==> src/rtl/ssr_pkg.sv <==
// package: register map, field positions and timing constants of the serial load port
`default_nettype none
package ssr_pkg;
  localparam int WORD_W = 24;
  localparam int SEL_W = 3;
  localparam int PAY_W = 21;
  localparam int NUM_REGS = 7;
  localparam logic [2:0] SEL_INVALID = 3'h7;
  localparam logic [2:0] REG_IF_REF = 3'h0;
  localparam logic [2:0] REG_IF_FB = 3'h1;
  localparam logic [2:0] REG_IF_TOC = 3'h2;
  localparam logic [2:0] REG_RF_REF = 3'h3;
  localparam logic [2:0] REG_RF_FB = 3'h4;
  localparam logic [2:0] REG_RF_LOCK = 3'h5;
  localparam logic [2:0] REG_GLOBAL = 3'h6;
  // word bit positions
  localparam int POS_PD = 23;
  localparam int POS_IF_RST = 20;
  localparam int POS_IF_GAIN = 19;
  localparam int POS_IF_POL = 18;
  localparam int POS_IF_R_HI = 17;
  localparam int POS_IF_R_LO = 3;
  localparam int POS_FE = 16;
  localparam int POS_PD_MODE = 8;
  localparam int POS_SHARED_REF = 7;
  localparam int POS_OM_HI = 20;
  localparam int POS_OM_LO = 19;
  localparam logic [20:0] PAY_RESET = 21'h000000;
  localparam logic [14:0] IF_R_MIN = 15'h0003;
  // controller timing and apb register addresses
  localparam int SCLK_DIV = 2;
  localparam int APB_REG_CTRL = 32'h0000_0000;
  localparam int APB_REG_WORD = 32'h0000_0004;
  localparam int APB_REG_STAT = 32'h0000_0008;
endpackage
`default_nettype wire

==> src/rtl/ssr_if.sv <==
// interface: three-wire serial programming link and enable pins
`default_nettype none
interface ssr_if;
  logic sclk;
  logic sdata;
  logic load_strobe;
  logic rf_enable_pin;
  logic if_enable_pin;
  modport ctrl (output sclk, output sdata, output load_strobe,
                output rf_enable_pin, output if_enable_pin);
  modport dev (input sclk, input sdata, input load_strobe,
               input rf_enable_pin, input if_enable_pin);
endinterface
`default_nettype wire

==> src/rtl/ssr_device.sv <==
// device end: serial shift register, load decode, control register bank
//
// Design decision made here: the APB register port.
`default_nettype none
// Functional notes
// - 24-bit word shifted in msb first
// - low three bits select, upper bits payload
// - load strobe rise copies word to latch
// - codes zero to six map to registers
// - controller never sends select code seven
// - controller writes zero in fixed-zero bits; ssr_ctrl sends pwdata[23:0] as written, without forcing any bit to zero
// - rf up: enable pin high, bit low
// - if up: enable pin high, bit low
// - shared-reference bit zero: independent reference inputs
// - controller sets shared bit for one frequency
// - if reference ratio 3 to 32767
// - register zero field layout
// - mode field selects fractional or integer
// - zero numerator, no compensation gives integer-like
// - integer mode extends counter range
// - dividers feed phase detector via fields
// - power-down mode synchronous or asynchronous
// - counter-reset holds if dividers, pump off
// - pump gain low 100, high 800
// - pump polarity sets if detector sense
module ssr_device #(
  parameter int SYNC_STAGES = 2
) (
  input wire logic core_clk,
  input wire logic srst,
  ssr_if.dev link,
  output logic rf_powered_up,
  output logic if_powered_up,
  output logic shared_reference,
  output logic power_down_sync,
  output logic if_counter_reset,
  output logic if_pump_gain,
  output logic if_pump_polarity,
  output logic [14:0] if_reference_ratio,
  output logic if_ratio_valid,
  output logic integer_mode,
  output logic fraction_compensation_enable,
  output logic [20:0] reg_bank [0:6]
);
  import ssr_pkg::*;
  if (SYNC_STAGES != 2) begin : g_bad_sync
    $error("ssr_device: two synchroniser stages only");
  end
  ////////////////////////////////////////////////////////////////////////
  // pin synchronisers, two stages per pin
  localparam int PINS = 5;
  wire [PINS-1:0] pin_raw = {link.if_enable_pin, link.rf_enable_pin, link.load_strobe,
                             link.sdata, link.sclk};
  logic [PINS-1:0] pin_meta_ff;
  logic [PINS-1:0] pin_sync_ff;
  logic sclk_prev_ff;
  logic le_prev_ff;
  genvar s;
  generate
    for (s = 0; s < PINS; s++) begin : g_sync
      always_ff @(posedge core_clk) begin
        pin_meta_ff[s] <= pin_raw[s];
        pin_sync_ff[s] <= pin_meta_ff[s];
      end
    end
  endgenerate
  wire sclk_s = pin_sync_ff[0];
  wire data_s = pin_sync_ff[1];
  wire le_s = pin_sync_ff[2];
  wire rfen_s = pin_sync_ff[3];
  wire ifen_s = pin_sync_ff[4];
  // edge detectors read only the second stage
  always_ff @(posedge core_clk) begin
    sclk_prev_ff <= sclk_s;
    le_prev_ff <= le_s;
  end
  wire sclk_rise = sclk_s & ~sclk_prev_ff;
  wire le_rise = le_s & ~le_prev_ff;
  ////////////////////////////////////////////////////////////////////////
  // shift register, never gated by power-down
  logic [23:0] shift_ff;
  wire [23:0] nxt_shift = sclk_rise ? {shift_ff[22:0], data_s} : shift_ff;
  always_ff @(posedge core_clk) begin
    if (srst) begin
      shift_ff <= 24'h000000;
    end else begin
      shift_ff <= nxt_shift;
    end
  end
  wire [2:0] register_select_code = shift_ff[2:0];
  wire [20:0] payload = shift_ff[23:3];
  ////////////////////////////////////////////////////////////////////////
  // latch bank
  logic [20:0] bank_ff [0:6];
  genvar g;
  generate
    for (g = 0; g < NUM_REGS; g++) begin : g_bank
      wire hit = le_rise && (register_select_code == 3'(g));
      always_ff @(posedge core_clk) begin
        if (srst) begin
          bank_ff[g] <= PAY_RESET;
        end else if (hit) begin
          bank_ff[g] <= payload;
        end
      end
      always_ff @(posedge core_clk) begin
        reg_bank[g] <= srst ? PAY_RESET : bank_ff[g];
      end
    end
  endgenerate
  ////////////////////////////////////////////////////////////////////////
  // field decode
  wire [23:0] w_ifr = {bank_ff[REG_IF_REF], 3'h0};
  wire [23:0] w_iffb = {bank_ff[REG_IF_FB], 3'h0};
  wire [23:0] w_rffb = {bank_ff[REG_RF_FB], 3'h0};
  wire [23:0] w_rfl = {bank_ff[REG_RF_LOCK], 3'h0};
  wire [23:0] w_glb = {bank_ff[REG_GLOBAL], 3'h0};
  wire nxt_rf_up = rfen_s & ~w_rffb[POS_PD];
  wire nxt_if_up = ifen_s & ~w_iffb[POS_PD];
  wire nxt_shared_ref = w_glb[POS_SHARED_REF];
  wire nxt_pd_sync = w_glb[POS_PD_MODE];
  wire nxt_if_rst = w_ifr[POS_IF_RST];
  wire nxt_if_gain = w_ifr[POS_IF_GAIN];
  wire nxt_if_pol = w_ifr[POS_IF_POL];
  wire [14:0] nxt_ifr = w_ifr[POS_IF_R_HI:POS_IF_R_LO];
  wire nxt_ifr_ok = (nxt_ifr >= IF_R_MIN);
  wire [1:0] om = w_rfl[POS_OM_HI:POS_OM_LO];
  wire nxt_int_mode = (om == 2'h0);
  wire nxt_fce = w_glb[POS_FE];
  ////////////////////////////////////////////////////////////////////////
  // loop power gating
  always_ff @(posedge core_clk) begin
    if (srst) begin
      rf_powered_up <= 1'b0;
    end else begin
      rf_powered_up <= nxt_rf_up;
    end
  end
  always_ff @(posedge core_clk) begin
    if (srst) begin
      if_powered_up <= 1'b0;
    end else begin
      if_powered_up <= nxt_if_up;
    end
  end
  ////////////////////////////////////////////////////////////////////////
  // reference sharing and power-down mode
  always_ff @(posedge core_clk) begin
    if (srst) begin
      shared_reference <= 1'b0;
    end else begin
      shared_reference <= nxt_shared_ref;
    end
  end
  always_ff @(posedge core_clk) begin
    if (srst) begin
      power_down_sync <= 1'b0;
    end else begin
      power_down_sync <= nxt_pd_sync;
    end
  end
  ////////////////////////////////////////////////////////////////////////
  // if reference divider controls
  always_ff @(posedge core_clk) begin
    if (srst) begin
      if_counter_reset <= 1'b0;
    end else begin
      if_counter_reset <= nxt_if_rst;
    end
  end
  always_ff @(posedge core_clk) begin
    if (srst) begin
      if_pump_gain <= 1'b0;
    end else begin
      if_pump_gain <= nxt_if_gain;
    end
  end
  always_ff @(posedge core_clk) begin
    if (srst) begin
      if_pump_polarity <= 1'b0;
    end else begin
      if_pump_polarity <= nxt_if_pol;
    end
  end
  always_ff @(posedge core_clk) begin
    if (srst) begin
      if_reference_ratio <= 15'h0000;
    end else begin
      if_reference_ratio <= nxt_ifr;
    end
  end
  always_ff @(posedge core_clk) begin
    if (srst) begin
      if_ratio_valid <= 1'b0;
    end else begin
      if_ratio_valid <= nxt_ifr_ok;
    end
  end
  ////////////////////////////////////////////////////////////////////////
  // rf operating mode
  always_ff @(posedge core_clk) begin
    if (srst) begin
      integer_mode <= 1'b0;
    end else begin
      integer_mode <= nxt_int_mode;
    end
  end
  always_ff @(posedge core_clk) begin
    if (srst) begin
      fraction_compensation_enable <= 1'b0;
    end else begin
      fraction_compensation_enable <= nxt_fce;
    end
  end
endmodule
`default_nettype wire

==> src/flat_wrapper.sv <==
// flat-port wrapper written by rule: the top's interface ports become plain ports
module ssr_device_flat import ssr_pkg::*;
#(
  parameter int SYNC_STAGES = 2
)
  (core_clk, srst, rf_powered_up, if_powered_up, shared_reference, power_down_sync, if_counter_reset, if_pump_gain, if_pump_polarity, if_reference_ratio, if_ratio_valid, integer_mode, fraction_compensation_enable, reg_bank, link_sclk, link_sdata, link_load_strobe, link_rf_enable_pin, link_if_enable_pin);
  ssr_if link_i ();
  input wire logic core_clk;
  input wire logic srst;
  output logic rf_powered_up;
  output logic if_powered_up;
  output logic shared_reference;
  output logic power_down_sync;
  output logic if_counter_reset;
  output logic if_pump_gain;
  output logic if_pump_polarity;
  output logic [14:0] if_reference_ratio;
  output logic if_ratio_valid;
  output logic integer_mode;
  output logic fraction_compensation_enable;
  output logic [20:0] reg_bank[0:6];
  input wire logic [$bits(link_i.sclk)-1:0] link_sclk;
  input wire logic [$bits(link_i.sdata)-1:0] link_sdata;
  input wire logic [$bits(link_i.load_strobe)-1:0] link_load_strobe;
  input wire logic [$bits(link_i.rf_enable_pin)-1:0] link_rf_enable_pin;
  input wire logic [$bits(link_i.if_enable_pin)-1:0] link_if_enable_pin;
  assign link_i.sclk = link_sclk;
  assign link_i.sdata = link_sdata;
  assign link_i.load_strobe = link_load_strobe;
  assign link_i.rf_enable_pin = link_rf_enable_pin;
  assign link_i.if_enable_pin = link_if_enable_pin;
  ssr_device #(.SYNC_STAGES(SYNC_STAGES)) u_core (.core_clk(core_clk), .srst(srst), .link(link_i), .rf_powered_up(rf_powered_up), .if_powered_up(if_powered_up), .shared_reference(shared_reference), .power_down_sync(power_down_sync), .if_counter_reset(if_counter_reset), .if_pump_gain(if_pump_gain), .if_pump_polarity(if_pump_polarity), .if_reference_ratio(if_reference_ratio), .if_ratio_valid(if_ratio_valid), .integer_mode(integer_mode), .fraction_compensation_enable(fraction_compensation_enable), .reg_bank(reg_bank));
endmodule
==> config.mk <==
export PLATFORM = sky130hd
export DESIGN_NAME = ssr_device_flat
export DESIGN_NICKNAME = d
export VERILOG_FILES = /design/src/rtl/ssr_pkg.sv /design/src/rtl/ssr_if.sv /design/src/rtl/ssr_device.sv /design/src/flat_wrapper.sv
export SDC_FILE = /design/constraint.sdc
export NUM_CORES = 1
export LEC_CHECK = 0
export ABC_AREA = 1
export BUFFER_PORTS_ARGS = -buffer_cell sky130_fd_sc_hd__buf_4
export CAP_MARGIN = 0
export CELL_PAD_IN_SITES_DETAIL_PLACEMENT = 1
export CELL_PAD_IN_SITES_GLOBAL_PLACEMENT = 2
export CORE_MARGIN = 8
export CORE_UTILIZATION = 30
export DETAILED_ROUTE_END_ITERATION = 10
export PLACE_DENSITY_LB_ADDON = 0.1
export SLEW_MARGIN = 20
export SYNTH_ARGS = -nofsm -noshare
export SYNTH_HDL_FRONTEND = slang
export SYNTH_SLANG_ARGS = --single-unit
==> constraint.sdc <==
create_clock -name core_clk -period 7 [get_ports core_clk]
set_input_delay 0.7 -clock core_clk [delete_from_list [all_inputs] [get_ports core_clk]]
set_output_delay 0.7 -clock core_clk [all_outputs]
set_load 0.01 [all_outputs]
==> key figures, run 1 <==
Outcome
  – Outcome: complete, no violations

Drt
  – Post-DR vias/cell: between 4 and 5
  – Drt wl/cell: roughly 17 µm
  – WL final: between 20,000 and 30,000 µm
  – DRC Markers: 0
  – DRT Pass-1 Iters: 4
  – Post-DRT Antenna Nets: 0
  – Drt initial violations: 277
  – Via count: 6,566

Synth
  – Net Count, Synth: 965
  – Sequential area share after synthesis: between 70% and 80%
  – Number of synthesized register bits: about 330
  – Avg Inst Size Synth: around 11 µm²
  – Yosys warns: 0
  – Gate Count Post-Synth: approximately 960
  – Mapped Area: roughly 11,000 µm²
  – Library cells used by synthesis: 16

STA
  – Fin Hold WS: roughly 290 ps
  – Worst slew margin: about a third
  – Final Cycle Share: between 30 and 40%
  – Minimum clock period: 2540 ps
  – Max-slew violation count: 0
  – Setup Viol. Count Final: 0
  – RSZ-0062 raised after global routing: no
  – Hold Fails Final Rpt: 0
  – FMAX: a little under 400 MHz
  – Worst Skew: 14.1 ps
  – Worst-margin pin slew: ~990 ps
  – Setup TNS: 0 ps

Clock network
  – Clock slew at reported path FFs: approximately 60 ps
  – Clk buf depth: 3
  – Insertion delay to the later sink of the worst-skew pair: a little over 500 ps
  – Sink Count: 334
  – CTS tree: built
  – H-Tree Level Count: 2
  – Hold_buf cts: 0
  – Post-CTS Resized: 0
  – CTS Buf Count: 38
  – Post-CTS Setup Bufs: 0
  – Root buffer cell: clkbuf_16

Critical path
  – Slowest cell on crit path: nand4_1
  – Worst path cell trace: buf_4 -> inv_2 -> nand4_1 -> nor2_1
  – CP Data Required Time: roughly 7300 ps
  – Reg-to-Reg End: u_core.bank_ff[1][32]
  – Crit start category: input pin
  – CP Max Fanout: between 60 and 70
  – Crit. End Element: flip-flop
  – Reg-to-reg setup timing slack: 4830 ps
  – WS Path Type: in2reg
  – R2R cell count: 4
  – CP arrival: between 2000 and 3000 ps
  – RR Startpoint: u_core.le_s
  – CP peak stage delay: just under 900 ps

Floorplanning
  – Die ar.: about 42,000 µm²
  – Core outline area: 35,400 µm²
  – Rows: 69
  – Starting Density: between 30% and 40%
  – Die W: a little over 200 µm
  – Ports: around 180
  – Die Y-Extent: just over 200 µm

Finish
  – Flip-flop and latch area: a little over 8000 µm²
  – Area Overhead vs Synth: 26.6%
  – N_diodes: 0
  – Share of layout cells above drive strength 1: between 20% and 30%
  – Final #Nets: around 1.1k
  – Fill cell count: approximately 4k
  – Footprint of the multi-input gates: 1560 µm²

Pwr
  – Leakage: 5.78 nW
  – Maximum VDD drop: 0.124 mV
  – Power Dens Cells: 314 nW/µm²
  – Power consumption: approximately 4.3 mW

Worst hold path
  – Worst min-delay path endpoint: u_core.pin_meta_ff[1]
  – Hold WC Path Type: in2reg
  – Hold Startpoint: link_sdata
  – Worst Hold Depth: 1

Flow run
  – Max Cap Violations: 0

Global route
  – Pin count of the biggest net entering global routing: 87
  – Vias in the first global route: between 7k and 8k
  – Initial antenna violation count: 0
  – Tot GR Track Use: 12.8%
  – First-pass GRT wire length: slightly above 40,000 µm
  – Gr ovfl total: 0

Place
  – Global placer's final weighted congestion: about 0.66
  – IO Port Bufs: between 150 and 200
  – DP HPWL: about 18,000 µm
[cell type report]
type / instances / share of cell area (%)
Tap cell: 461 / 4.26
Inverter: 175 / 4.85
Sequential cell: 334 / 60.2
Timing Repair Buffer: 185 / 10.3
Clock inverter: 8 / 0.508
Multi-Input combinational cell: 387 / 11.5
Clock buffer: 62 / 8.37
[report_power, final]
group | internal (mW) | leakage [nW] | total, mW | switching, mW
logic | 0.0706 | 2.12 | 0.211 | 0.140
registers | 2.12 | 3.07 | 2.15 | 0.0311
clock network | 1.15 | 0.582 | 1.90 | 0.752
[state kept, by name, summed over array words and instances, names as in the netlist, 5 cells and up]
register / count
u_core.shift_ff: 24
reg_bank: 42
u_core.pin_meta_ff: 5
u_core.if_reference_ratio: 14
u_core.bank_ff: 147
u_core.reg_bank: 91
[kinds of logic (layout without fill, tap and decap cells)]
group	Yosys count	count (layout)	share of synthesized area, %
buf+inv	237	430	9.41
flops	334	334	76.2
simple gates	335	335	12.0
compound gates	52	52	2.43
[per-layer routing]
metal  track usage [%]  share of wire [%]  vias to the layer above
met5                 0                  0                        -
met4              3.29                1.5                        0
met3              2.75                5.1                       34
met2              21.8                 48                      129
met1              16.2                 45                     3179
li1                  -                  -                     3224
[worst max path at each step]
stage / end / from / slack [ps]
after floorplan: u_core.bank_ff[2][21] / u_core.shift_ff[0] / 4370
after global placement: u_core.bank_ff[2][16] / srst / 3850
after detailed placement: u_core.bank_ff[2][38] / srst / 3720
after CTS: u_core.bank_ff[2][24] / srst / 4290
after global routing: u_core.bank_ff[1][23] / srst / 4150
final: u_core.bank_ff[1][32] / srst / 4460
[layout by cell type, fill, tap and decap left out, types with 2 or more instances in the layout]
cell / n
o21ai_2: 2
nand4_1: 4
clkbuf_1: 18
clkbuf_16: 41
buf_4: 183
nand2_1: 18
o21ai_0: 24
clkbuf_8: 3
clkinv_2: 3
inv_1: 174
a21oi_1: 25
nor2_1: 306
buf_6: 2
dfxtp_1: 187
nand3_1: 5
clkinv_1: 2
edfxtp_1: 147
[cell usage after synthesis, drive strengths merged]
cell,number,share of area [%]
buf,53,3.0
edfxtp,147,41
a21oi,25,1.2
nand3,5,0.23
o21ai,27,1.3
nand2,18,0.63
dfxtp,187,35
clkbuf,9,0.32
nor3,1,0.047
nor2,307,11
nand4,4,0.23
inv,175,6.1
[worst max-delay path, delay by kind of cell]
family | cells | cell delay [ps]
buffers and inverters | 2 | 860
AND/OR/NAND/NOR | 2 | 1240
[stage by stage]
stage | area (µm²) | worst slack, ps | util (%) | std cells
5_1_grt | 13600 | 4150 | 38.3 | 1612
2_1_floorplan | 10700 | 4370 | - | 958
3_3_place_gp | 12300 | 3850 | 34.8 | 1540
3_5_place_dp | 12300 | 3720 | 34.8 | 1540
6_report | 13600 | 4460 | 38.3 | 1612
4_1_cts | 13500 | 4290 | 38.2 | 1610
(Power assumes the default switching activity.)
==> run 2, diff against run 1 <==
--- a/config.mk
+++ b/config.mk
@@ -5,7 +5,7 @@
 export SDC_FILE = /design/constraint.sdc
 export NUM_CORES = 1
 export LEC_CHECK = 0
-export ABC_AREA = 1
+export ABC_AREA = 0
 export BUFFER_PORTS_ARGS = -buffer_cell sky130_fd_sc_hd__buf_4
 export CAP_MARGIN = 0
 export CELL_PAD_IN_SITES_DETAIL_PLACEMENT = 1
==> constraint.sdc (replaced) <==
create_clock -name core_clk -period 2.55 [get_ports core_clk]
set_input_delay 0.255 -clock core_clk [delete_from_list [all_inputs] [get_ports core_clk]]
set_output_delay 0.255 -clock core_clk [all_outputs]
set_load 0.01 [all_outputs]
==> run 2 against run 1 <==
  * Global-route usage shrank 0.39 points
  * Die area is 1.6% higher
  * Sequential cell count did not move
  * Total power rose to 2.7 times the previous value
  * Critical path type is now reg2reg
  * Critical endpoint is now u_core.bank_ff[0][40]
==> key figures, run 2 <==
Synth
  – Avg Inst Size Synth: 13.7 µm²
  – Cell taking the most area after synthesis: edfxtp_1
  – Fraction of registers with async set/reset: 0%
  – Synth area leaders: edfxtp_1 41%, dfxtp_1 34%, nor2b_1 8.5%, and2_1 6.2%, and2_2 2.7%
  – Yosys top cell area share: 40.5%
  – Mapped Area: 10,900 µm²
  – Gate Count Post-Synth: a little under 800
  – Sequential area share after synthesis: about three quarters
  – Most frequent cell after synthesis: dfxtp_1
  – Library cells used by synthesis: 27
  – Number of synthesized register bits: between 300 and 400
  – Post-synth EDFFs: approximately 150
  – Top_reg_cell synth: dfxtp_1
  – Net Count, Synth: around 800
  – Commonest cells post-synth: 187 x dfxtp_1, 148 x nor2b_1, 147 x edfxtp_1, 108 x and2_1, 49 x nand2_1
  – Yosys warns: 0

Drt
  – Via count: around 6k
  – DRT Pass-1 Iters: 4
  – Post-Route M1 WL: between 10,000 and 15,000 µm
  – DRC Markers: 0
  – DR top layer: met4
  – Post-DR vias/cell: 4.15
  – Drt initial violations: 223
  – Drt wl/cell: approximately 18 µm
  – Post-DRT Antenna Nets: 0
  – Met2 routed WL: roughly 12,000 µm
  – WL final: 26,600 µm
  – Met3 WL: ~1600 µm

Pwr
  – Power consumption: 11.6 mW
  – Maximum VDD drop: around 0.37 mV
  – Leakage: roughly 5.6 nW
  – Power Dens Cells: between 800 and 900 nW/µm²

Finish
  – Flip-flop and latch area: about 8200 µm²
  – Footprint of the multi-input gates: around 2400 µm²
  – Commonest non-fill, non-tap cells in the layout: 192 x buf_4, 187 x dfxtp_1, 147 x nor2b_1, 147 x edfxtp_1, 108 x and2_1
  – Fill cell count: about 3.7k
  – Area Overhead vs Synth: 28.0%
  – Final #Nets: just under 1k
  – Layout Cells excl Fill: approximately 1.5k
  – Most common cell after layout, fill and taps aside: buf_4
  – Top reg by flops: u_core.bank_ff
  – Share of layout cells above drive strength 1: between 30% and 40%
  – Largest register FFs: between 100 and 150
  – Biggest regs: u_core.bank_ff: 147 flops, u_core.reg_bank: 91 flops, reg_bank: 42 flops

Critical path
  – Reg-to-reg setup timing slack: 690 ps
  – CP arrival: 1990 ps
  – Crit. End Element: flip-flop
  – Crit start category: flip-flop
  – CP Max Fanout: 21
  – WS Path Type: reg2reg
  – CP Data Required Time: 2690 ps

Clock network
  – Clk buf depth: 3
  – Clock slew at reported path FFs: 60 ps
  – Sink Count: roughly 330
  – Insertion delay to the later sink of the worst-skew pair: between 500 and 600 ps
  – CTS Buf Count: 38
  – CTS tree: built
  – Post-CTS Resized: 0
  – H-Tree Level Count: 2
  – Root buffer cell: clkbuf_16

Floorplanning
  – Die ar.: between 40,000 and 50,000 µm²
  – Die Y-Extent: ~210 µm
  – Ports: between 150 and 200
  – Core outline area: 35,700 µm²
  – Die W: just over 200 µm
  – Starting Density: a little under a third
  – Rows: 69

STA
  – Worst Skew: between 15 and 20 ps
  – Max-slew violation count: 0
  – RSZ-0062 raised after global routing: no
  – Worst slew margin: between 50% and 60%
  – Setup Viol. Count Final: 0
  – Worst-margin pin slew: just under 700 ps
  – Hold Fails Final Rpt: 0
  – Final Cycle Share: around 73%
  – Minimum clock period: between 1500 and 2000 ps
  – Setup TNS: 0 ps
  – FMAX: approximately 540 MHz

Global route
  – Pin count of the biggest net entering global routing: ~120
  – Tot GR Track Use: between 10 and 15%
  – First-pass GRT wire length: about 40,000 µm
  – Vias in the first global route: ~6.6k
  – Initial antenna violation count: 2
  – Gr ovfl total: 0

Place
  – IO Port Bufs: about 180
  – Global placer's final weighted congestion: about 0.7
  – Placed insts: between 1k and 1.5k
  – DP HPWL: 17,300 µm

Worst hold path
  – Hold WC Path Type: in2reg

Outcome
  – Outcome: complete, no violations

Flow run
  – Max Cap Violations: 0
## run 2: kinds of logic (layout without fill, tap and decap cells)
kind of cell | count (synthesis) | after routing | share of synthesized area [%]
buffers and inverters | 66 | 272 | 3.12
other | 0 | 1 | 0
flip-flops | 334 | 334 | 74.9
AND/OR/NAND/NOR | 364 | 364 | 20.3
AO/OA/AOI/OAI | 32 | 32 | 1.65
## run 2: final timing paths
kind                                               to             startpoint  cells past startpoint
worst max-delay path            u_core.bank_ff[0][40]            u_core.le_s                      2
worst min-delay path             u_core.reg_bank[146]                   srst                      2
worst max register to register  u_core.bank_ff[0][40]            u_core.le_s                      2
worst min register to register          u_core.ifen_s  u_core.pin_meta_ff[4]                      0
## run 2: area by class of cell
cell class,instances,area share (%)
diodes,1,0.0180
clock buffers,56,7.98
clock inverters,14,0.889
inverters,3,0.0808
multi-input cells,396,17.4
flip-flops and latches,334,58.5
well taps,461,4.14
repair buffers,199,10.9
## run 2: where the power goes
part	internal [mW]	total [mW]	switching (mW)	leakage, nW
logic	0.198	0.451	0.252	1.92
clock network	3.23	5.33	2.10	0.598
registers	5.77	5.84	0.0671	3.06
total	9.20	11.6	2.42	5.58
## run 2: metal layers
metal  GRT usage, %  up-vias
li1               -     2939
met1           16.2     2943
met2           20.1      153
met3           3.01       47
met4           3.91        0
met5              0        -
## run 2: stage by stage
stage | cell area, µm² | utilization, % | setup slack [ps] | hold WS (ps)
6_report | 13900 | 39.1 | 690 | 156
5_1_grt | 13900 | 39.1 | 528 | 172
4_1_cts | 13900 | 39.1 | 688 | 159
3_5_place_dp | 12700 | 35.5 | 692 | 313
3_3_place_gp | 12700 | 35.5 | 734 | 312
2_1_floorplan | 10900 | - | 549 | 283
## run 2: repair_timing
action                                 4_1_cts  5_1_grt
buffers inserted                             0        0
hold buffers                                 5        0
endpoints found under the hold margin        5        0
## run 2: critical path, cell delays in order, from the launching register on
cell     delay (ps)
dfxtp_1         360
nor3b_1         420
a31o_2          680
==> run 3, diff against run 2 <==
--- a/config.mk
+++ b/config.mk
@@ -5,7 +5,7 @@
 export SDC_FILE = /design/constraint.sdc
 export NUM_CORES = 1
 export LEC_CHECK = 0
-export ABC_AREA = 0
+export ABC_AREA = 1
 export BUFFER_PORTS_ARGS = -buffer_cell sky130_fd_sc_hd__buf_4
 export CAP_MARGIN = 0
 export CELL_PAD_IN_SITES_DETAIL_PLACEMENT = 1
==> constraint.sdc (replaced) <==
create_clock -name core_clk -period 1.54 [get_ports core_clk]
set_input_delay 0.154 -clock core_clk [delete_from_list [all_inputs] [get_ports core_clk]]
set_output_delay 0.154 -clock core_clk [all_outputs]
set_load 0.01 [all_outputs]
==> run 3 against run 2 <==
  * Final cell count grew 12%
  * Sequential power grew 67%
  * Core utilization is 0.60 points higher
  * Sequential share of layout area fell by 0.46 points
  * Critical path type unchanged
  * Non-clock buffer count grew 20
  * Setup slack got worse by 620 ps
==> key figures, run 3 (synthesized netlist as in run 1, its figures left out) <==
STA
  – Max-slew violation count: 0
  – Minimum clock period: 1470 ps
  – RSZ-0062 raised after global routing: yes
  – Fin Hold WS: 142 ps
  – Setup Viol. Count Final: 0
  – FMAX: between 600 and 700 MHz
  – Worst Skew: roughly 17 ps
  – Final Cycle Share: approximately 95%
  – Setup TNS: 0 ps
  – Hold Fails Final Rpt: 0
  – Worst slew margin: a little over half
  – Final Worst Setup Slack: 71.8 ps
  – Worst-margin pin slew: roughly 690 ps

Drt
  – Met2 routed WL: 13,600 µm
  – Drt initial violations: roughly 280
  – Post-DR vias/cell: 4.10
  – DRT Pass-1 Iters: 4
  – Via count: ~6.8k
  – Met3 WL: about 1400 µm
  – Post-Route M1 WL: 13,500 µm
  – Post-DRT Antenna Nets: 0
  – DR top layer: met4
  – DRC Markers: 0
  – Drt wl/cell: approximately 18 µm
  – WL final: roughly 29,000 µm

Clock network
  – CTS tree: built
  – H-Tree Level Count: 2
  – Root buffer cell: clkbuf_16
  – Insertion delay to the later sink of the worst-skew pair: approximately 520 ps
  – Sink Count: 334
  – Clk buf depth: 3
  – CTS Buf Count: 38
  – Clock slew at reported path FFs: roughly 60 ps

Critical path
  – RR Startpoint: u_core.shift_ff[0]
  – CP arrival: 1680 ps
  – Buf/Inv on CP: 2
  – Reg-to-Reg End: u_core.bank_ff[2][40]
  – CP Max Fanout: 21
  – Crit. End Element: flip-flop
  – Slowest cell on crit path: dfxtp_1
  – CP peak stage delay: just over 400 ps
  – WS Path Type: reg2reg
  – Reg-to-reg setup timing slack: 70 ps
  – CP Data Required Time: roughly 1800 ps
  – R2R cell count: 5
  – CP Launch Point: u_core.shift_ff[0]
  – Worst path cell trace: inv_1 -> nor2_2 -> nand2_1 -> o21ai_4 -> buf_12
  – Crit-path leading delay family: flip-flops
  – Crit start category: flip-flop

Global route
  – First-pass GRT wire length: roughly 44,000 µm
  – Vias in the first global route: 7,246
  – Tot GR Track Use: 13.8%
  – Pin count of the biggest net entering global routing: 150
  – Initial antenna violation count: 0
  – Gr ovfl total: 0

Pwr
  – Power consumption: 19.7 mW
  – Net Switching: around 4.3 mW
  – Pint: ~15 mW
  – Sw Ratio: between 20% and 30%
  – Clock power share: between 40 and 50%
  – Combinational share of power: about 5.8%
  – Power Dens Cells: 1400 nW/µm²
  – Reg power frac: between 40% and 50%
  – Maximum VDD drop: 0.926 mV
  – Leakage: slightly above 6 nW

Finish
  – Area Overhead vs Synth: 31.2%
  – Layout Cells excl Fill: 1,645
  – Share of layout cells above drive strength 1: between 20% and 30%
  – Final #Nets: between 1k and 1.5k
  – Biggest regs: u_core.bank_ff: 147 flops, u_core.reg_bank: 91 flops, reg_bank: 42 flops
  – Largest register FFs: 147
  – Commonest non-fill, non-tap cells in the layout: 305 x nor2_1, 198 x buf_4, 187 x dfxtp_1, 174 x inv_1, 147 x edfxtp_1
  – Finished Cell Area: roughly 14,000 µm²
  – Most common cell after layout, fill and taps aside: nor2_1
  – Fin util: approximately two fifths
  – Top reg by flops: u_core.bank_ff
  – N_diodes: 0

Floorplanning
  – Ports: 179
  – Rows: a little under 70
  – Starting Density: a little under a third
  – Core outline area: around 35,000 µm²
  – Die Y-Extent: roughly 200 µm
  – Die W: between 200 and 250 µm
  – Die ar.: 42,000 µm²

Place
  – Global placer's final weighted congestion: between 0.7 and 0.8
  – DP HPWL: 19,000 µm
  – Placed inst area: between 10,000 and 15,000 µm²
  – Placed insts: ~1.6k
  – IO Port Bufs: 178
  – Pre-CTS setup slack: -6.21 ps

Worst hold path
  – Worst Hold Depth: 4
  – Hold WC Path Type: in2reg
  – Worst min-delay path endpoint: u_core.shift_ff[1]
  – Hold Startpoint: srst

Outcome
  – Outcome: complete, no violations

Flow run
  – Max Cap Violations: 0
run 3: worst reg2reg max path: stages (launching register included):
cell and delay [ps]:
dfxtp_1 410, inv_1 90, nor2_2 190, nand2_1 120, o21ai_4 160, buf_12 180
run 3: per-layer routing:
metal | up-vias | global-route usage (%)
met3 | 37 | 3.10
met4 | 0 | 3.65
met5 | - | 0
li1 | 3290 | -
met1 | 3286 | 18.2
met2 | 137 | 22.6
run 3: what timing repair did:
| action | in CTS | in global routing |
|---|---|---|
| pin swaps | 0 | 1 |
| hold endpoints to repair | 5 | 0 |
| resized for setup | 1 | 1 |
| setup endpoints to repair | 21 | 29 |
| cloned | 0 | 0 |
| buffers inserted | 0 | 0 |
| hold buffers | 5 | 0 |
run 3: power groups by stage:
stage               combinational, mW  clock, mW  sequential [mW]
floorplan                       0.444          0             9.98
global placement                 1.16          0             9.95
detailed placement               1.16          0             9.96
CTS                              1.17       9.04             9.77
global route                     1.25       9.36             9.80
finish                           1.13       8.76             9.76
run 3: worst max-delay path by stage:
stage,to,slack [ps],cells past startpoint
floorplan,u_core.bank_ff[2][0],-130,3
global placement,u_core.bank_ff[2][39],30,5
detailed placement,u_core.bank_ff[2][39],-6,5
CTS,u_core.bank_ff[1][31],50,5
global route,u_core.bank_ff[2][41],-6,5
finish,u_core.bank_ff[2][40],70,5
run 3: area by class of cell:
cell class	instances	area (µm²)
Clock buffer	53	1090
Clock inverter	16	129
Fill cell	3935	21300
Inverter	175	657
Multi-Input combinational cell	387	1580
Sequential cell	334	8160
Tap cell	461	577
Timing Repair Buffer	219	1860
